**src/include/mac_host_pkg.sv**
```systemverilog
/*
 * Constants, field positions and carrier types for the Ethernet MAC
 * control register block and its 16-bit host access adapter.
 * Assumes a byte-addressed host bus with a 20-bit address.
 */
package mac_host_pkg;

    // MAC register page: base 0x72000, address bits [19:8]
    localparam logic [11:0] MAC_BASE_PAGE   = 12'h720;

    localparam logic [7:0]  OFF_CONTROL     = 8'h00;
    localparam logic [7:0]  OFF_CONFIG      = 8'h04;
    localparam logic [7:0]  OFF_LINK_STATUS = 8'h08;
    localparam logic [7:0]  OFF_TX_STATUS   = 8'h14;
    localparam logic [7:0]  OFF_IRQ_STATUS  = 8'h24;
    localparam logic [7:0]  OFF_IRQ_EN_SET  = 8'h28;
    localparam logic [7:0]  OFF_IRQ_EN_CLR  = 8'h2C;
    localparam logic [7:0]  OFF_IRQ_MASK    = 8'h30;
    localparam logic [7:0]  OFF_PHY_SHIFT   = 8'h34;
    localparam logic [7:0]  OFF_PAUSE_TIMER = 8'h38;
    localparam logic [7:0]  OFF_ADDR_LOW    = 8'h98;
    localparam logic [7:0]  OFF_ADDR_HIGH   = 8'h9C;
    localparam logic [7:0]  OFF_PAUSE_QUANT = 8'hBC;
    localparam logic [7:0]  OFF_SMII_STATUS = 8'hC0;

    // control register fields
    localparam int CTL_ZERO_PAUSE = 12;
    localparam int CTL_PAUSE      = 11;
    localparam int CTL_BACKPRESS  = 8;
    localparam int CTL_STATS_WE   = 7;
    localparam int CTL_STATS_INC  = 6;
    localparam int CTL_STATS_CLR  = 5;
    localparam int CTL_MGMT_EN    = 4;
    localparam int CTL_TX_EN      = 3;
    localparam int CTL_RX_EN      = 2;
    localparam logic [31:0] CTL_STORED_MASK = 32'h0000_019C;
    localparam logic [31:0] CTL_RESET       = 32'h0000_0000;

    // configuration register fields
    localparam logic [31:0] CFG_MASK        = 32'h000D_3D13;
    localparam logic [31:0] CFG_RESET       = 32'h0000_0800;
    localparam int CFG_FULL_DUPLEX = 1;
    localparam int CFG_MDC_LO      = 10;

    localparam int LINK_PHY_IDLE   = 2;

    // transmit status, write one to clear
    localparam logic [31:0] TXS_MASK        = 32'h0000_0046;
    localparam int TXS_UNDERRUN = 6;
    localparam int TXS_RETRY    = 2;
    localparam int TXS_COLLIDE  = 1;

    // interrupt status / mask fields
    localparam logic [13:0] IRQ_BITS        = 14'h3031;
    localparam logic [13:0] IRQ_MASK_RESET  = 14'h3031;
    localparam int IRQ_PAUSE_ZERO = 13;
    localparam int IRQ_PAUSE_RXD  = 12;
    localparam int IRQ_RETRY      = 5;
    localparam int IRQ_UNDERRUN   = 4;
    localparam int IRQ_MGMT_DONE  = 0;

    // management shift timing
    localparam logic [1:0] PHY_OP_READ      = 2'h2;
    localparam logic [5:0] PHY_TURN_BIT     = 6'h0E;
    localparam logic [5:0] PHY_LAST_BIT     = 6'h1F;
    localparam logic [7:0] MDC_HALF_BASE    = 8'h04;

    typedef enum logic [1:0] {
        MG_IDLE  = 2'b01,
        MG_SHIFT = 2'b10
    } mgmt_state_t;

    typedef struct packed {
        logic        wr;
        logic        rd;
        logic [19:0] addr;
        logic [31:0] wdata;
    } host_req_t;

    typedef struct packed {
        logic        wr;
        logic        rd;
        logic [7:0]  off;
        logic [31:0] wdata;
    } reg_acc_t;

endpackage

```
**src/half_word_access.sv**
```systemverilog
/*
 * Splits 16-bit host accesses to wide MAC elements into a latched
 * two-step read and write; passes every other access straight on.
 * Assumes the request and the full read value are on the same clock.
 */
`timescale 1ns/1ps
`default_nettype none
module half_word_access (
    input  wire logic                  clk,
    input  wire logic                  rst_n,
    input  wire logic                  mode16,
    input  wire logic                  wide,
    input  wire mac_host_pkg::host_req_t req,
    input  wire logic [31:0]           rdata_full,
    output var  mac_host_pkg::reg_acc_t  acc,
    output logic [31:0]                rdata_bus
);
    logic [15:0] wr_low_reg;
    logic [31:0] rd_hold_reg;
    wire         split;
    wire         upper_step;

    // two steps only for wide elements in 16-bit mode
    assign split      = mode16 & wide;
    assign upper_step = split & req.addr[1];

    // first write step only latches, second commits all
    assign acc.wr    = req.wr & ~upper_step;
    assign acc.rd    = req.rd & ~(split & ~req.addr[1]);
    assign acc.off   = {req.addr[7:2], 2'b00};
    assign acc.wdata = split  ? {req.wdata[15:0], wr_low_reg} :
                       mode16 ? {16'h0000, req.wdata[15:0]} : req.wdata;

    // low half now, latched upper half next
    assign rdata_bus = !mode16   ? rdata_full :
                       !split    ? {16'h0000, rdata_full[15:0]} :
                       upper_step ? {16'h0000, rdata_full[15:0]} :
                                    {16'h0000, rd_hold_reg[31:16]};

    always_ff @(posedge clk or negedge rst_n) begin
        if (!rst_n) begin
            wr_low_reg  <= 16'h0000;
            rd_hold_reg <= 32'h0000_0000;
        end else begin
            if (req.wr && upper_step)
                wr_low_reg <= req.wdata[15:0];
            if (req.rd && upper_step)
                rd_hold_reg <= rdata_full;
        end
    end
endmodule // half_word_access
`default_nettype wire

```
**src/mac_control_host.sv**
```systemverilog
/*
 * Ethernet MAC control, configuration and status registers behind the
 * host parallel bus, with pause requests, back pressure, statistics
 * commands and the PHY management shift register.
 * Assumes host strobes are one-cycle pulses on CLK; mode strap and
 * MDIO pin are asynchronous and are synchronised here.
 */
//Behaviour
//- latched two-step access only for wide elements in 16-bit bus mode
//- 16-bit read at bit1 set latches 32 bits, returns low half
//- next read at bit1 clear returns latched upper half
//- 16-bit write at bit1 set only latches low half
//- next write at bit1 clear commits upper bus half plus latched low
//- control bit 12 sends zero-quantum pause at next transmitter idle
//- control bit 11 sends pause with programmed quantum at next idle
//- back pressure in half duplex forces collision on received packets
//- control bit 7 makes statistics counters host-writable
//- control bit 6 increments all statistics counters once
//- control bit 5 clears all statistics counters
//- management port disabled: data line floats, clock held low
//- clearing transmit enable halts and flushes transmitter at once
//- receive enable bit gates reception immediately
//- control bits 31 to 13 read zero, writes ignored
//- MAC registers decoded at base 0x72000 with fixed offsets
//- full duplex ignores collisions, so back pressure needs half duplex
`timescale 1ns/1ps
`default_nettype none
module mac_control_host (
    input  wire logic        CLK,
    input  wire logic        RST_N,
    input  wire logic        H_MODE16,
    input  wire logic        H_WE,
    input  wire logic        H_RE,
    input  wire logic [19:0] H_AD,
    input  wire logic [31:0] H_WD,
    output logic [31:0]      H_RDATA,
    output logic             H_RVALID,
    input  wire logic        TX_IDLE,
    input  wire logic        RX_ACTIVE,
    input  wire logic        EV_TX_UNDERRUN,
    input  wire logic        EV_RETRY_LIMIT,
    input  wire logic        EV_COLLISION,
    input  wire logic        EV_PAUSE_RXD,
    input  wire logic        EV_PAUSE_TIME_ZERO,
    input  wire logic [15:0] PAUSE_TIME_VALUE,
    input  wire logic [31:0] SMII_STATUS,
    input  wire logic        MDIO_IN,
    output logic             TX_ENABLE,
    output logic             RX_ENABLE,
    output logic             TX_FLUSH,
    output logic             PAUSE_SEND,
    output logic             PAUSE_ZERO_QUANTUM,
    output logic [15:0]      PAUSE_QUANTUM,
    output logic             FORCE_COLLISION,
    output logic             FULL_DUPLEX,
    output logic             STATS_WRITE_EN,
    output logic             STATS_INCREMENT,
    output logic             STATS_CLEAR,
    output logic [47:0]      STATION_ADDR,
    output logic             MDC,
    output logic             MDIO_OUT,
    output logic             MDIO_OE
);
    logic [1:0]  mode_sync_reg;
    logic [1:0]  mdio_sync_reg;
    logic [31:0] ctl_reg;
    logic [31:0] cfg_reg;
    logic [31:0] txs_reg;
    logic [13:0] irq_stat_reg;
    logic [13:0] irq_mask_reg;
    logic [31:0] addr_lo_reg;
    logic [15:0] addr_hi_reg;
    logic [15:0] pause_q_reg;
    logic        pause_pend_reg;
    logic        pause_zero_reg;
    logic        send_reg;
    logic        send_zero_reg;
    logic        flush_reg;
    logic        inc_reg;
    logic        clr_reg;
    logic        force_col_reg;
    logic [31:0] rdata_reg;
    logic        rvalid_reg;
    mac_host_pkg::mgmt_state_t mg_state_reg;
    logic [31:0] shift_reg;
    logic [7:0]  div_cnt_reg;
    logic [5:0]  bit_cnt_reg;
    logic        sample_reg;
    logic        mdc_reg;
    logic        oe_reg;
    logic        mg_done_reg;
    mac_host_pkg::host_req_t req;
    mac_host_pkg::reg_acc_t  acc;
    wire         mode16;
    wire         mdio_s;
    wire         in_page;
    wire         wide;
    wire [31:0]  rd_full;
    wire [31:0]  rd_bus;
    wire         wr_ctl;
    wire         wr_cfg;
    wire         wr_txs;
    wire         wr_irq;
    wire         wr_en_set;
    wire         wr_en_clr;
    wire         wr_phy;
    wire         wr_alo;
    wire         wr_ahi;
    wire         wr_pq;
    wire         rd_irq;
    wire [13:0]  irq_events;
    wire [31:0]  txs_events;
    wire         mg_busy;
    wire         mg_en;
    wire [7:0]  half_period;
    wire         div_tick;
    wire         phy_is_read;
    assign mode16 = mode_sync_reg[1];
    assign mdio_s = mdio_sync_reg[1];
    assign in_page   = (H_AD[19:8] == mac_host_pkg::MAC_BASE_PAGE);
    assign req.wr    = H_WE & in_page;
    assign req.rd    = H_RE & in_page;
    assign req.addr  = H_AD;
    assign req.wdata = H_WD;
    assign wide = (acc.off == mac_host_pkg::OFF_CONFIG)
                | (acc.off == mac_host_pkg::OFF_PHY_SHIFT)
                | (acc.off == mac_host_pkg::OFF_ADDR_LOW)
                | (acc.off == mac_host_pkg::OFF_SMII_STATUS);
    half_word_access u_half (
        .clk        (CLK),
        .rst_n      (RST_N),
        .mode16     (mode16),
        .wide       (wide),
        .req        (req),
        .rdata_full (rd_full),
        .acc        (acc),
        .rdata_bus  (rd_bus)
    );
    assign wr_ctl    = acc.wr & (acc.off == mac_host_pkg::OFF_CONTROL);
    assign wr_cfg    = acc.wr & (acc.off == mac_host_pkg::OFF_CONFIG);
    assign wr_txs    = acc.wr & (acc.off == mac_host_pkg::OFF_TX_STATUS);
    assign wr_irq    = acc.wr & (acc.off == mac_host_pkg::OFF_IRQ_STATUS);
    assign wr_en_set = acc.wr & (acc.off == mac_host_pkg::OFF_IRQ_EN_SET);
    assign wr_en_clr = acc.wr & (acc.off == mac_host_pkg::OFF_IRQ_EN_CLR);
    assign wr_phy    = acc.wr & (acc.off == mac_host_pkg::OFF_PHY_SHIFT);
    assign wr_alo    = acc.wr & (acc.off == mac_host_pkg::OFF_ADDR_LOW);
    assign wr_ahi    = acc.wr & (acc.off == mac_host_pkg::OFF_ADDR_HIGH);
    assign wr_pq     = acc.wr & (acc.off == mac_host_pkg::OFF_PAUSE_QUANT);
    assign rd_irq    = acc.rd & (acc.off == mac_host_pkg::OFF_IRQ_STATUS);
    // stored control bits only, upper bits read zero
    assign rd_full =
        (acc.off == mac_host_pkg::OFF_CONTROL)     ? ctl_reg :
        (acc.off == mac_host_pkg::OFF_CONFIG)      ? cfg_reg :
        (acc.off == mac_host_pkg::OFF_LINK_STATUS) ?
            {29'h0, !mg_busy, 2'b00} :
        (acc.off == mac_host_pkg::OFF_TX_STATUS)   ? txs_reg :
        (acc.off == mac_host_pkg::OFF_IRQ_STATUS)  ? {18'h0, irq_stat_reg} :
        (acc.off == mac_host_pkg::OFF_IRQ_MASK)    ? {18'h0, irq_mask_reg} :
        (acc.off == mac_host_pkg::OFF_PHY_SHIFT)   ? shift_reg :
        (acc.off == mac_host_pkg::OFF_PAUSE_TIMER) ? {16'h0, PAUSE_TIME_VALUE} :
        (acc.off == mac_host_pkg::OFF_ADDR_LOW)    ? addr_lo_reg :
        (acc.off == mac_host_pkg::OFF_ADDR_HIGH)   ? {16'h0, addr_hi_reg} :
        (acc.off == mac_host_pkg::OFF_PAUSE_QUANT) ? {16'h0, pause_q_reg} :
        (acc.off == mac_host_pkg::OFF_SMII_STATUS) ? SMII_STATUS : 32'h0000_0000;
    // events set status only while unmasked
    assign irq_events = ({EV_PAUSE_TIME_ZERO, EV_PAUSE_RXD, 6'h00,
                          EV_RETRY_LIMIT, EV_TX_UNDERRUN, 3'h0, mg_done_reg}
                         & ~irq_mask_reg) & mac_host_pkg::IRQ_BITS;
    assign txs_events = {25'h0, EV_TX_UNDERRUN, 3'h0, EV_RETRY_LIMIT,
                         EV_COLLISION, 1'b0};
    assign mg_busy     = (mg_state_reg == mac_host_pkg::MG_SHIFT);
    assign mg_en       = ctl_reg[mac_host_pkg::CTL_MGMT_EN];
    assign half_period = mac_host_pkg::MDC_HALF_BASE << cfg_reg[mac_host_pkg::CFG_MDC_LO +: 2];
    assign div_tick    = (div_cnt_reg == half_period - 8'h01);
    assign phy_is_read = (shift_reg[29:28] == mac_host_pkg::PHY_OP_READ);
    always_ff @(posedge CLK or negedge RST_N) begin
        if (!RST_N) begin
            mode_sync_reg <= 2'h0;
            mdio_sync_reg <= 2'h0;
        end else begin
            mode_sync_reg <= {mode_sync_reg[0], H_MODE16};
            mdio_sync_reg <= {mdio_sync_reg[0], MDIO_IN};
        end
    end
    // register file
    always_ff @(posedge CLK or negedge RST_N) begin
        if (!RST_N) begin
            ctl_reg      <= mac_host_pkg::CTL_RESET;
            cfg_reg      <= mac_host_pkg::CFG_RESET;
            txs_reg      <= 32'h0000_0000;
            irq_stat_reg <= 14'h0000;
            irq_mask_reg <= mac_host_pkg::IRQ_MASK_RESET;
            addr_lo_reg  <= 32'h0000_0000;
            addr_hi_reg  <= 16'h0000;
            pause_q_reg  <= 16'h0000;
        end else begin
            // only the level bits are kept
            if (wr_ctl) ctl_reg <= acc.wdata & mac_host_pkg::CTL_STORED_MASK;
            if (wr_cfg) cfg_reg <= acc.wdata & mac_host_pkg::CFG_MASK;
            txs_reg <= ((wr_txs ? txs_reg & ~acc.wdata : txs_reg) | txs_events)
                       & mac_host_pkg::TXS_MASK;
            irq_stat_reg <= (wr_irq ? acc.wdata[13:0] & mac_host_pkg::IRQ_BITS :
                             rd_irq ? 14'h0000 : irq_stat_reg) | irq_events;
            if (wr_en_set || wr_en_clr)
                irq_mask_reg <= (irq_mask_reg
                                 & ~(wr_en_set ? acc.wdata[13:0] : 14'h0000))
                                | (wr_en_clr ? acc.wdata[13:0] & mac_host_pkg::IRQ_BITS
                                             : 14'h0000);
            if (wr_alo) addr_lo_reg <= acc.wdata;
            if (wr_ahi) addr_hi_reg <= acc.wdata[15:0];
            if (wr_pq) pause_q_reg <= acc.wdata[15:0];
        end
    end
    // command pulses and pause scheduling
    always_ff @(posedge CLK or negedge RST_N) begin
        if (!RST_N) begin
            pause_pend_reg <= 1'b0;
            pause_zero_reg <= 1'b0;
            send_reg       <= 1'b0;
            send_zero_reg  <= 1'b0;
            flush_reg      <= 1'b0;
            inc_reg        <= 1'b0;
            clr_reg        <= 1'b0;
            force_col_reg  <= 1'b0;
        end else begin
            if (wr_ctl && (acc.wdata[mac_host_pkg::CTL_ZERO_PAUSE]
                           || acc.wdata[mac_host_pkg::CTL_PAUSE])) begin
                pause_pend_reg <= 1'b1;
                pause_zero_reg <= acc.wdata[mac_host_pkg::CTL_ZERO_PAUSE];
            end else if (pause_pend_reg && TX_IDLE) begin
                pause_pend_reg <= 1'b0;
            end
            send_reg      <= pause_pend_reg & TX_IDLE;
            send_zero_reg <= (pause_pend_reg & TX_IDLE) ? pause_zero_reg : send_zero_reg;
            flush_reg <= wr_ctl & ctl_reg[mac_host_pkg::CTL_TX_EN]
                         & ~acc.wdata[mac_host_pkg::CTL_TX_EN];
            inc_reg <= wr_ctl & acc.wdata[mac_host_pkg::CTL_STATS_INC];
            clr_reg <= wr_ctl & acc.wdata[mac_host_pkg::CTL_STATS_CLR];
            force_col_reg <= ctl_reg[mac_host_pkg::CTL_BACKPRESS]
                             & ~cfg_reg[mac_host_pkg::CFG_FULL_DUPLEX] & RX_ACTIVE;
        end
    end
    always_ff @(posedge CLK or negedge RST_N) begin
        if (!RST_N) begin
            rdata_reg  <= 32'h0000_0000;
            rvalid_reg <= 1'b0;
        end else begin
            rvalid_reg <= H_RE;
            if (H_RE) rdata_reg <= in_page ? rd_bus : 32'h0000_0000;
        end
    end
    // management shift engine, MSB out, LSB in
    always_ff @(posedge CLK or negedge RST_N) begin
        if (!RST_N) begin
            mg_state_reg <= mac_host_pkg::MG_IDLE;
            shift_reg    <= 32'h0000_0000;
            div_cnt_reg  <= 8'h00;
            bit_cnt_reg  <= 6'h00;
            sample_reg   <= 1'b0;
            mdc_reg      <= 1'b0;
            oe_reg       <= 1'b0;
            mg_done_reg  <= 1'b0;
        end else begin
            mg_done_reg <= 1'b0;
            unique case (mg_state_reg)
                mac_host_pkg::MG_IDLE: begin
                    mdc_reg <= 1'b0;
                    oe_reg  <= 1'b0;
                    if (wr_phy) begin
                        shift_reg    <= acc.wdata;
                        div_cnt_reg  <= 8'h00;
                        bit_cnt_reg  <= 6'h00;
                        mg_state_reg <= mac_host_pkg::MG_SHIFT;
                    end
                end
                mac_host_pkg::MG_SHIFT: begin
                    // disabled port: clock low, line released
                    if (!mg_en) begin
                        mdc_reg <= 1'b0;
                        oe_reg  <= 1'b0;
                    end else begin
                        oe_reg <= ~(phy_is_read && bit_cnt_reg >= mac_host_pkg::PHY_TURN_BIT);
                        div_cnt_reg <= div_tick ? 8'h00 : div_cnt_reg + 8'h01;
                        if (div_tick) begin
                            mdc_reg <= ~mdc_reg;
                            if (!mdc_reg) begin
                                sample_reg <= mdio_s;
                            end else begin
                                shift_reg   <= {shift_reg[30:0], sample_reg};
                                bit_cnt_reg <= bit_cnt_reg + 6'h01;
                                if (bit_cnt_reg == mac_host_pkg::PHY_LAST_BIT) begin
                                    mg_done_reg  <= 1'b1;
                                    oe_reg       <= 1'b0;
                                    mg_state_reg <= mac_host_pkg::MG_IDLE;
                                end
                            end
                        end
                    end
                end
            endcase
        end
    end

    assign H_RDATA            = rdata_reg;
    assign H_RVALID           = rvalid_reg;
    assign TX_ENABLE          = ctl_reg[mac_host_pkg::CTL_TX_EN];
    assign RX_ENABLE          = ctl_reg[mac_host_pkg::CTL_RX_EN];
    assign TX_FLUSH           = flush_reg;
    assign PAUSE_SEND         = send_reg;
    assign PAUSE_ZERO_QUANTUM = send_zero_reg;
    assign PAUSE_QUANTUM      = pause_q_reg;
    assign FORCE_COLLISION    = force_col_reg;
    assign FULL_DUPLEX        = cfg_reg[mac_host_pkg::CFG_FULL_DUPLEX];
    assign STATS_WRITE_EN     = ctl_reg[mac_host_pkg::CTL_STATS_WE];
    assign STATS_INCREMENT    = inc_reg;
    assign STATS_CLEAR        = clr_reg;
    assign STATION_ADDR       = {addr_hi_reg, addr_lo_reg};
    // clock low and line floating when disabled
    assign MDC                = mdc_reg;
    assign MDIO_OUT           = shift_reg[31];
    assign MDIO_OE            = oe_reg;
endmodule // mac_control_host
`default_nettype wire

```
**config.mk**
```make
export PLATFORM = sky130hd
export DESIGN_NAME = mac_control_host
export DESIGN_NICKNAME = d
export VERILOG_FILES = /design/src/include/mac_host_pkg.sv /design/src/half_word_access.sv /design/src/mac_control_host.sv
export SDC_FILE = /design/constraint.sdc
export NUM_CORES = 1
export LEC_CHECK = 0
export ABC_AREA = 1
export ABC_CLOCK_PERIOD_IN_PS = 4200
export BUFFER_PORTS_ARGS = -buffer_cell sky130_fd_sc_hd__buf_2
export CAP_MARGIN = 0
export CORE_MARGIN = 2
export CORE_UTILIZATION = 55
export CTS_CLUSTER_DIAMETER = 120
export CTS_CLUSTER_SIZE = 24
export DETAILED_ROUTE_END_ITERATION = 10
export GPL_TIMING_DRIVEN = 0
export PLACE_DENSITY = 0.8
export SETUP_SLACK_MARGIN = 0.1
export SYNTH_ARGS = -nofsm -noshare
export SYNTH_HDL_FRONTEND = slang
export SYNTH_SLANG_ARGS = --single-unit
```
**constraint.sdc**
```tcl
create_clock -name CLK -period 4.2 [get_ports CLK]
set_clock_uncertainty 0.15 [all_clocks]
set_input_delay 0.42 -clock CLK [delete_from_list [all_inputs] [get_ports CLK]]
set_output_delay 0.42 -clock CLK [all_outputs]
set_load 0.005 [all_outputs]
```
Yosys cells after proc, flatten, opt, wreduce, memory -nomap -nowiden
Cells that the tools add are included.
{"block": "op_classes", "add_sub_neg": 3, "multipliers": 0, "n_div": 0, "order_cmp": 1, "n_eq_ne": 25, "shift": 1, "muxes": 58, "bitwise": 44, "reduce_logical": 14}
{"cell": "two-way mux 32 bit", "n": 21}
{"cell": "case mux 32 bit (2 select lines)", "n": 1}
{"cell": "two-way mux 14 bit", "n": 4}
{"cell": "equality test 6 x 4 -> 1 bit (second input constant)", "n": 6}
{"cell": "AND 14 bit", "n": 2}
{"cell": "inverter 14 bit", "n": 2}
{"cell": "OR 14 bit", "n": 2}
{"cell": "AND 1 bit", "n": 25}
{"cell": "equality test 6 bit (second input constant)", "n": 4}
{"cell": "two-way mux 6 bit", "n": 4}
{"cell": "two-way mux 8 bit", "n": 3}
{"cell": "two-way mux 16 bit", "n": 1}
{"cell": "case mux 8 bit (2 select lines)", "n": 1}
{"cell": "two-way mux 1 bit", "n": 13}
{"cell": "equality test 12 x 11 -> 1 bit (second input constant)", "n": 1}
{"cell": "case mux 6 bit (2 select lines)", "n": 1}
{"cell": "two-way mux 2 bit", "n": 5}
{"cell": "adder 8 x 1 -> 8 bit (second input constant)", "n": 1}
{"cell": "equality test 8 bit", "n": 1}
{"cell": "logical NOT 8 bit", "n": 1}
{"cell": "AND reduction 4 bit", "n": 2}
{"cell": "left shift 3 x 2 -> 8 bit (first input constant)", "n": 1}
{"cell": "subtractor 8 x 1 -> 8 bit (second input constant)", "n": 1}
{"cell": "AND 7 bit", "n": 1}
{"cell": "other kinds (24)", "n": 42}
{"block": "word_totals", "ff_bits": 256, "latchBits": 0, "ram_bits": 0, "mem_bits_ro": 0, "inputBits": 113, "output_inout_bits": 110, "word_cells": 176, "memories": 0}

Longest topological paths before layout
Gate-level depths: netlist of run 1.
{"block": "depth", "ltp_word": 17, "mapped_depth": 18, "ltp_nobuf": 18}

Hierarchy
Synthesis of run 1 repeated with hierarchy kept, for this count alone.
{"block": "unflattened", "hier_cells": 1572, "hier_area_um2": 11991.5}
{"module": "mac_control_host", "instances": 1, "cells_each": 1224, "area_per_inst_um2": 9711.8, "seq_area_each_um2": 4988.5}
{"module": "half_word_access", "instances": 1, "cells_each": 348, "area_per_inst_um2": 2279.7, "seq_area_each_um2": 800.8}

Least setup slack after synthesis of run 1
No wires, ideal clock.
{"block": "synth_path", "path_kind": "input-to-reg", "start": "in H_AD[6]", "end": "reg addr_lo_reg[29]", "setup_time_ns": 0.125, "arrival_ns": 1.896, "required_time_ns": 3.925, "path_slack_ns": 2.030, "path_stages": 13, "path_buffers": 1, "cell_sequence": "inv_1 -> nand2_1 -> nor2_2 -> nand2_1 -> nand4_2 -> nand2_4 -> inv_2 -> nand2_4 -> nand2_4 -> inv_2 -> nand2_2 -> buf_4 -> mux2_2"}
{"block": "synth_via", "elab_chain_cells": 9, "word_cells_on_any_way": 13, "cone_classes": "eq/ne (4); mux (1); bitwise (8)"}
{"element": "start, declared", "line_no": "mac_control_host.sv:34", "text": "input wire logic [19:0] H_AD,"}
{"element": "equality test 6 x 1 -> 1 bit / equality test 6 x 4 -> 1 bit (equally long branches)", "line_no": "mac_control_host.sv:125, mac_control_host.sv:126"}
{"element": "OR 1 bit", "line_no": "mac_control_host.sv:126", "text": "| (acc.off == mac_host_pkg::OFF_PHY_SHIFT)"}
{"element": "OR 1 bit", "line_no": "mac_control_host.sv:127", "text": "| (acc.off == mac_host_pkg::OFF_ADDR_LOW)"}
{"element": "OR 1 bit", "line_no": "mac_control_host.sv:128", "text": "| (acc.off == mac_host_pkg::OFF_SMII_STATUS);"}
{"element": "AND 1 bit", "line_no": "half_word_access.sv:24", "text": "assign split = mode16 & wide;"}
{"element": "AND 1 bit", "line_no": "half_word_access.sv:25", "text": "assign upper_step = split & req.addr[1];"}
{"element": "inverter 1 bit", "line_no": "half_word_access.sv:28", "text": "assign acc.wr = req.wr & ~upper_step;"}
{"element": "AND 1 bit", "line_no": "half_word_access.sv:28"}
{"element": "AND 1 bit", "line_no": "mac_control_host.sv:146", "text": "assign wr_alo = acc.wr & (acc.off == mac_host_pkg::OFF_ADDR_LOW);"}
{"element": "end signal, assigned", "line_no": "mac_control_host.sv:209", "text": "if (wr_alo) addr_lo_reg <= acc.wdata;"}
{"element": "end, declared", "line_no": "mac_control_host.sv:71", "text": "logic [31:0] addr_lo_reg;"}
Several ways; a longest one is shown, not always the timed one.
A chain may end at the register's enable or synchronous reset.

Worst setup path in the final report of run 1
{"block": "layout_path", "start": "reg mode_sync_reg[1]", "end": "reg addr_lo_reg[29]"}
{"block": "layout_via", "elab_chain_cells": 5, "word_cells_on_any_way": 7, "cone_classes": "mux (2); bitwise (5)"}
{"element": "start, declared", "line_no": "mac_control_host.sv:64", "text": "logic [1:0] mode_sync_reg;"}
{"element": "start signal, assigned", "line_no": "mac_control_host.sv:181", "text": "mode_sync_reg <= {mode_sync_reg[0], H_MODE16};"}
{"element": "AND 1 bit", "line_no": "half_word_access.sv:24"}
{"element": "AND 1 bit", "line_no": "half_word_access.sv:25"}
{"element": "inverter 1 bit", "line_no": "half_word_access.sv:28"}
{"element": "AND 1 bit", "line_no": "half_word_access.sv:28"}
{"element": "AND 1 bit", "line_no": "mac_control_host.sv:146"}
Several ways; a longest one is shown, not always the timed one.

==> results of run 1 <==
## cell type report
type,instances,area (um2),area share (%)
Clock inverter,1,11.3,0.0852
Sequential cell,231,5790,43.8
Multi-Input combinational cell,925,4660,35.2
Clock buffer,20,352,2.66
Inverter,125,469,3.55
Tap cell,270,338,2.56
Antenna cell,1,2.50,0.0189
Timing Repair Buffer,231,1250,9.47
Buffer,70,347,2.62
## per-layer routing
| metal | wire, um | global-route usage [%] |
|---|---|---|
| met5 | 40 | 0 |
| met4 | 1800 | 14.2 |
| met3 | 3200 | 5.56 |
| met2 | 17100 | 54.4 |
| met1 | 14700 | 46.4 |
## kinds of logic after synthesis
group                      after synthesis
AOI/OAI and AO/OA                      383
xor gates and xnor gates                 4
adders and majority gates                3
buffers and inverters                  195
DFF                                    231
muxes                                   27
and+or+nand+nor                        508
## worst min-delay path by stage
stage                startpoint          endpoint  slack [ns]  cells past startpoint
2_1_floorplan             RST_N   FORCE_COLLISION       -0.03                      0
3_3_place_gp   mode_sync_reg[0]  mode_sync_reg[1]        0.18                      0
3_5_place_dp   mode_sync_reg[0]  mode_sync_reg[1]        0.19                      0
4_1_cts               RX_ACTIVE   FORCE_COLLISION       0.002                      3
5_1_grt               RX_ACTIVE   FORCE_COLLISION       0.008                      3
6_report              RX_ACTIVE   FORCE_COLLISION       0.008                      3
## worst reg2reg max path: cells and delay by family (launching register included)
family        cells  cell delay [ns]
buf+inv           4             1.02
flops             1             0.33
simple gates      4             0.57
mux               1             0.35
## cell usage in the layout (no fill, tap or decap), types with 16 or more instances in the layout
| cell type | n |
|---|---|
| sky130_fd_sc_hd__dfrtp_1 | 224 |
| sky130_fd_sc_hd__o21a_1 | 16 |
| sky130_fd_sc_hd__o21ai_1 | 45 |
| sky130_fd_sc_hd__clkbuf_1 | 41 |
| sky130_fd_sc_hd__o22ai_1 | 31 |
| sky130_fd_sc_hd__nand3_1 | 56 |
| sky130_fd_sc_hd__buf_2 | 244 |
| sky130_fd_sc_hd__a21oi_1 | 51 |
| sky130_fd_sc_hd__inv_1 | 115 |
| sky130_fd_sc_hd__nor2_1 | 50 |
| sky130_fd_sc_hd__o21ai_0 | 185 |
| sky130_fd_sc_hd__nand2_1 | 363 |
## power breakdown
group          internal (mW)  switching, mW
registers               2.42          0.201
logic                  0.304          0.474
clock network          0.592          0.741
## per-stage QoR
stage	setup WS [ns]	util [%]	setup TNS [ns]
6_report	1.66	65.5	0
5_1_grt	1.49	65.5	0
4_1_cts	1.73	65.5	0
3_5_place_dp	1.28	63.3	0
3_3_place_gp	-1.45	63.0	-320.68
2_1_floorplan	2.03	-	0
==> results.toml, run 1 <==
[sta]
rsz0062_at_grt = "no"
hold_viol_final = 0
finalMaxSlewViolations = 0
timing_worst_slew_pin_value_ns = 0.795
finalHoldWorstSlack_ns = 0.00847
period_needed_ns = 2.54
setup_violation_total_in_the_final_timing_report = 0
fmax_ghz = 0.394
min_period_over_period_pct = 60.4
timing.max_slew.rel_slack_pct = 47.0

[yosys]
yosys_warnings = 0
synth_ff_type = "sky130_fd_sc_hd__dfrtp_1"
number_of_distinct_standard_cells_referenced_by_the_synthesized_netlist = 49
dominant_combinational_cell_family_by_area_after_synthesis = "compound AO/OA/AOI/OAI gates"
sequential_area_share_after_synthesis_pct = 51.4
synthArstFlopShare_pct = 100
synth_most_common_cell = "sky130_fd_sc_hd__nand2_1"
muxShareOfSynthArea_pct = 2.54
synth.top_cell.area_share_pct = 49.8
synth-seq-cells = 231
netlist_top_cells_count = "sky130_fd_sc_hd__nand2_1 (363), sky130_fd_sc_hd__dfrtp_1 (224), sky130_fd_sc_hd__o21ai_0 (185)"
post-synth-top-area-cell = "sky130_fd_sc_hd__dfrtp_1"
post_synth_inst_count = 1351
synth_enable_flop_cells = 0
synth_net_count = 1467
ys_top_cells_by_area = "sky130_fd_sc_hd__dfrtp_1 (50%), sky130_fd_sc_hd__nand2_1 (12%), sky130_fd_sc_hd__o21ai_0 (8.2%)"
syn-mean-instance-area_um2 = 8.34
simple_gate_share_of_the_synthesized_area_pct = 18.7
post_synth_xor_area_fraction_pct = 0.311
synth_adder_area_share_pct = 0.333
compound_gate_portion_of_the_synthesized_area_pct = 19.5
netlist_area_mm2 = 0.0113

[clock_network]
htree_num_levels = 1
clock_tree.buffer_depth = 3
cts_tree = "done"
cts_sink_count = 231
cts_repair_resize_count = 0
cts_made_buffers = 13
hold_buffers = 8
worst_setup_hold_path_clk_slew_ns = 0.10
post_cts.repair.setup_buffers = 0
clk_latency_ns = 0.48
clock-root-buffer = "sky130_fd_sc_hd__clkbuf_16"

[worst_setup_path]
startpoint = "mode_sync_reg[1]"
path_cells = "buf_1, nand2_4, inv_2, nand2_4, nand2_4, inv_2, nand2_2, buf_4, mux2_2"
critical_path.max_fanout = 10
critPathLaunchType = "flop"
r2r-start = "mode_sync_reg[1]"
critical-path-max-stage-delay_ns = 0.48
worstReg2RegEnd = "addr_lo_reg[29]"
worst-r2r-cell-count = 9
criticalPathCategory = "flop to flop"
delay_heaviest_family_cp = "buffers and inverters"
number_of_stages_on_the_worst_setup_path = 9
path_buf_inv = 4
worst_ep_arrival_time_ns = 2.76
worst_path_most_repeated_cell = "sky130_fd_sc_hd__nand2_4"
end_kind = "flop"
timing.critical_path.slowest_stage_cell = "sky130_fd_sc_hd__buf_1"
endpoint = "addr_lo_reg[29]"
worst-r2r-setup-slack_ns = 1.66
worst-endpoint-required_ns = 4.42

[placed_design]
placement.io_buffers = 221
placed_area_mm2 = 0.0128
place_congestion = 0.964
place.detailed.hpwl_um = 27700
dp.cells = 1844

[detailed_routing]
detail-route-antenna-nets = 0
routed_wire_length_um = 36800
wl_per_cell_um = 19.6
post-route-drc-count = 0
vias = 10900
drtIter0Drc = 1082
drt_pass1_iterations = 5
via_per_inst = 5.84

[floorplanning]
dieArea_mm2 = 0.0216
core-area_mm2 = 0.0202
dieHeight_um = 147
io_pins = 223
floorplan.initialDensity_pct = 55.8
floorplan.rows = 52
die_w_um = 147

[cells_and_area]
finish.net_count = 1713
nFillCells = 1780
final_design_area_no_fill_mm2 = 0.0132
final_cells = 1874
final_layout_size_suffix_gt1_share_pct = 19.4
synthToLayoutAreaGrowth_pct = 17.4

[power]
total_leakage_power_nw = 6.94
p_per_area_mw_per_mm2 = 358
power.total_mw = 4.73
ir_drop_uv = 429

[global_routing]
first_pass_grt_wire_length_um = 57100
grtUsageTotal_pct = 33.9
grt_start_max_net_pins = 97
first_global_vias = 10500
antenna_found_initial = 1
grt_overflow = 0

[run]
max-cap-violations = 0

[outcome]
result_of_the_run = "completed"

[worst_hold_path]
min-delay-path-class = "primary input to flop"
No activity file was read; power rests on OpenSTA's default activity.
==> run 2, diff against run 1 <==
ABC_CLOCK_PERIOD_IN_PS = 2600   (was 4200)
clock period = 2.6 ns   (was 4.2 ns; I/O delays follow)
==> results.toml, run 2 (synthesized netlist as in run 1, its figures left out) <==
[run]
max-cap-violations = 0

[placed_design]
place_congestion = 0.964
place.detailed.hpwl_um = 27700
placement.io_buffers = 221
placed_area_mm2 = 0.0128

[global_routing]
first_global_vias = 10700
antenna_found_initial = 1
grt_overflow = 0
first_pass_grt_wire_length_um = 57900
grt_start_max_net_pins = 97
grtUsageTotal_pct = 34.4

[worst_setup_path]
worst_ep_arrival_time_ns = 2.58
critical_path.max_fanout = 10
worst-r2r-setup-slack_ns = 0.22
startpoint = "mg_state_reg[0]"
worst-endpoint-required_ns = 2.80
end_kind = "flop"
worstReg2RegEnd = "shift_reg[22]"
endpoint = "shift_reg[22]"
worst-r2r-cell-count = 9
r2r-start = "mg_state_reg[0]"
critPathLaunchType = "flop"
criticalPathCategory = "flop to flop"

[sta]
fmax_ghz = 0.420
timing_worst_slew_pin_value_ns = 0.804
rsz0062_at_grt = "yes"
period_needed_ns = 2.38
min_period_over_period_pct = 91.5
setup_violation_total_in_the_final_timing_report = 0
finalMaxSlewViolations = 0
timing.max_slew.rel_slack_pct = 46.4
hold_viol_final = 0

[cells_and_area]
final_design_area_no_fill_mm2 = 0.0134
final_layout_size_suffix_gt1_share_pct = 19.2
layout.cells.most_common_list = "sky130_fd_sc_hd__nand2_1 (363), sky130_fd_sc_hd__buf_2 (244), sky130_fd_sc_hd__dfrtp_1 (224), sky130_fd_sc_hd__o21ai_0 (185), sky130_fd_sc_hd__inv_1 (115)"
nFillCells = 1747
finish.net_count = 1731
final_core_util_pct = 66.5
most_common_library_cell_in_the_layout_ignoring_fill_and_taps = "sky130_fd_sc_hd__nand2_1"
synthToLayoutAreaGrowth_pct = 19.1

[floorplanning]
io_pins = 223
dieArea_mm2 = 0.0216
floorplan.rows = 52
dieHeight_um = 147
core-area_mm2 = 0.0202
floorplan.initialDensity_pct = 55.8
die_w_um = 147

[power]
p_per_area_mw_per_mm2 = 572
ir_drop_uv = 695
total_leakage_power_nw = 7.02

[clock_network]
cts_made_buffers = 13
clock-root-buffer = "sky130_fd_sc_hd__clkbuf_16"
clk_latency_ns = 0.48
clock_tree.buffer_depth = 3
htree_num_levels = 1
cts_sink_count = 231
post_cts.repair.setup_buffers = 0
worst_setup_hold_path_clk_slew_ns = 0.10
cts_tree = "done"

[detailed_routing]
routed_wire_length_um = 37300
detail-route-antenna-nets = 0
wl_per_cell_um = 19.7
post-route-drc-count = 0
drt_pass1_iterations = 6
via_per_inst = 5.83
vias = 11000
drtIter0Drc = 1091

[worst_hold_path]
min-delay-path-class = "primary input to flop"

[outcome]
result_of_the_run = "completed"
run 2: cell types whose count changed in the layout (fill, tap and decap cells not counted), sizes merged:
cell         change
buf              -1
dlygate4sd3     +19
run 2: area by class of cell:
class | count | area [um2] | share of cell area [%]
Multi-Input combinational cell | 925 | 4660 | 34.8
Inverter | 125 | 469 | 3.50
Clock inverter | 1 | 11.3 | 0.0840
Antenna cell | 1 | 2.50 | 0.0187
Buffer | 69 | 343 | 2.56
Clock buffer | 20 | 352 | 2.62
Timing Repair Buffer | 250 | 1440 | 10.8
Tap cell | 270 | 338 | 2.52
Sequential cell | 231 | 5790 | 43.2
run 2: through the flow:
| step | setup WS [ns] | cells | setup TNS (ns) | power (mW) | hold WS (ns) |
|---|---|---|---|---|---|
| after floorplan | 0.590 | 1351 | 0 | 4.96 | -0.186 |
| after detailed placement | -0.155 | 1844 | -3.04 | 5.50 | 0.0510 |
| after global routing | 0.0890 | 1891 | 0 | 7.99 | 0.0499 |
| final | 0.222 | 1892 | 0 | 7.67 | 0.0335 |
| after global placement | -2.89 | 1842 | -655.24 | 5.42 | 0.183 |
| after CTS | 0.127 | 1892 | 0 | 7.63 | 0.0216 |
run 2: routing by layer:
layer / GRT usage [%] / routed length [um]
met2: 55.6 / 17500
met5: 0 / 42
met4: 14.0 / 1670
met1: 46.6 / 14700
met3: 5.81 / 3470
run 2: repair_timing:
| item | CTS | global route |
|---|---|---|
| resized for setup | 0 | 1 |
| hold buffers | 27 | 0 |
| endpoints found under the setup margin | 0 | 46 |
| hold endpoints to repair | 145 | 0 |
run 2: worst min-delay path by stage:
stage	start	to	depth (start not counted)
2_1_floorplan	RST_N	FORCE_COLLISION	0
3_3_place_gp	mode_sync_reg[0]	mode_sync_reg[1]	0
3_5_place_dp	RST_N	PAUSE_ZERO_QUANTUM	1
4_1_cts	SMII_STATUS[29]	H_RDATA[29]	3
5_1_grt	SMII_STATUS[29]	H_RDATA[29]	3
6_report	SMII_STATUS[29]	H_RDATA[29]	3
run 2: report_power, final:
group          leakage (nW)  internal, mW  total [mW]  switching, mW
clock                 0.175         0.956        2.15           1.20
sequential             3.04          3.91        4.23          0.322
combinational          3.81         0.510        1.28          0.769
total                  7.02          5.38        7.67           2.29
run 2: critical path, cell delays in order (launching register included):
cell                       delay [ns]
sky130_fd_sc_hd__dfstp_2         0.53
sky130_fd_sc_hd__inv_1           0.04
sky130_fd_sc_hd__nand2_1         0.31
sky130_fd_sc_hd__clkinv_1        0.35
sky130_fd_sc_hd__o21ai_0         0.22
sky130_fd_sc_hd__nand3_2         0.15
sky130_fd_sc_hd__buf_6           0.18
sky130_fd_sc_hd__buf_4           0.18
sky130_fd_sc_hd__nand2_1         0.07
sky130_fd_sc_hd__o21ai_1         0.06
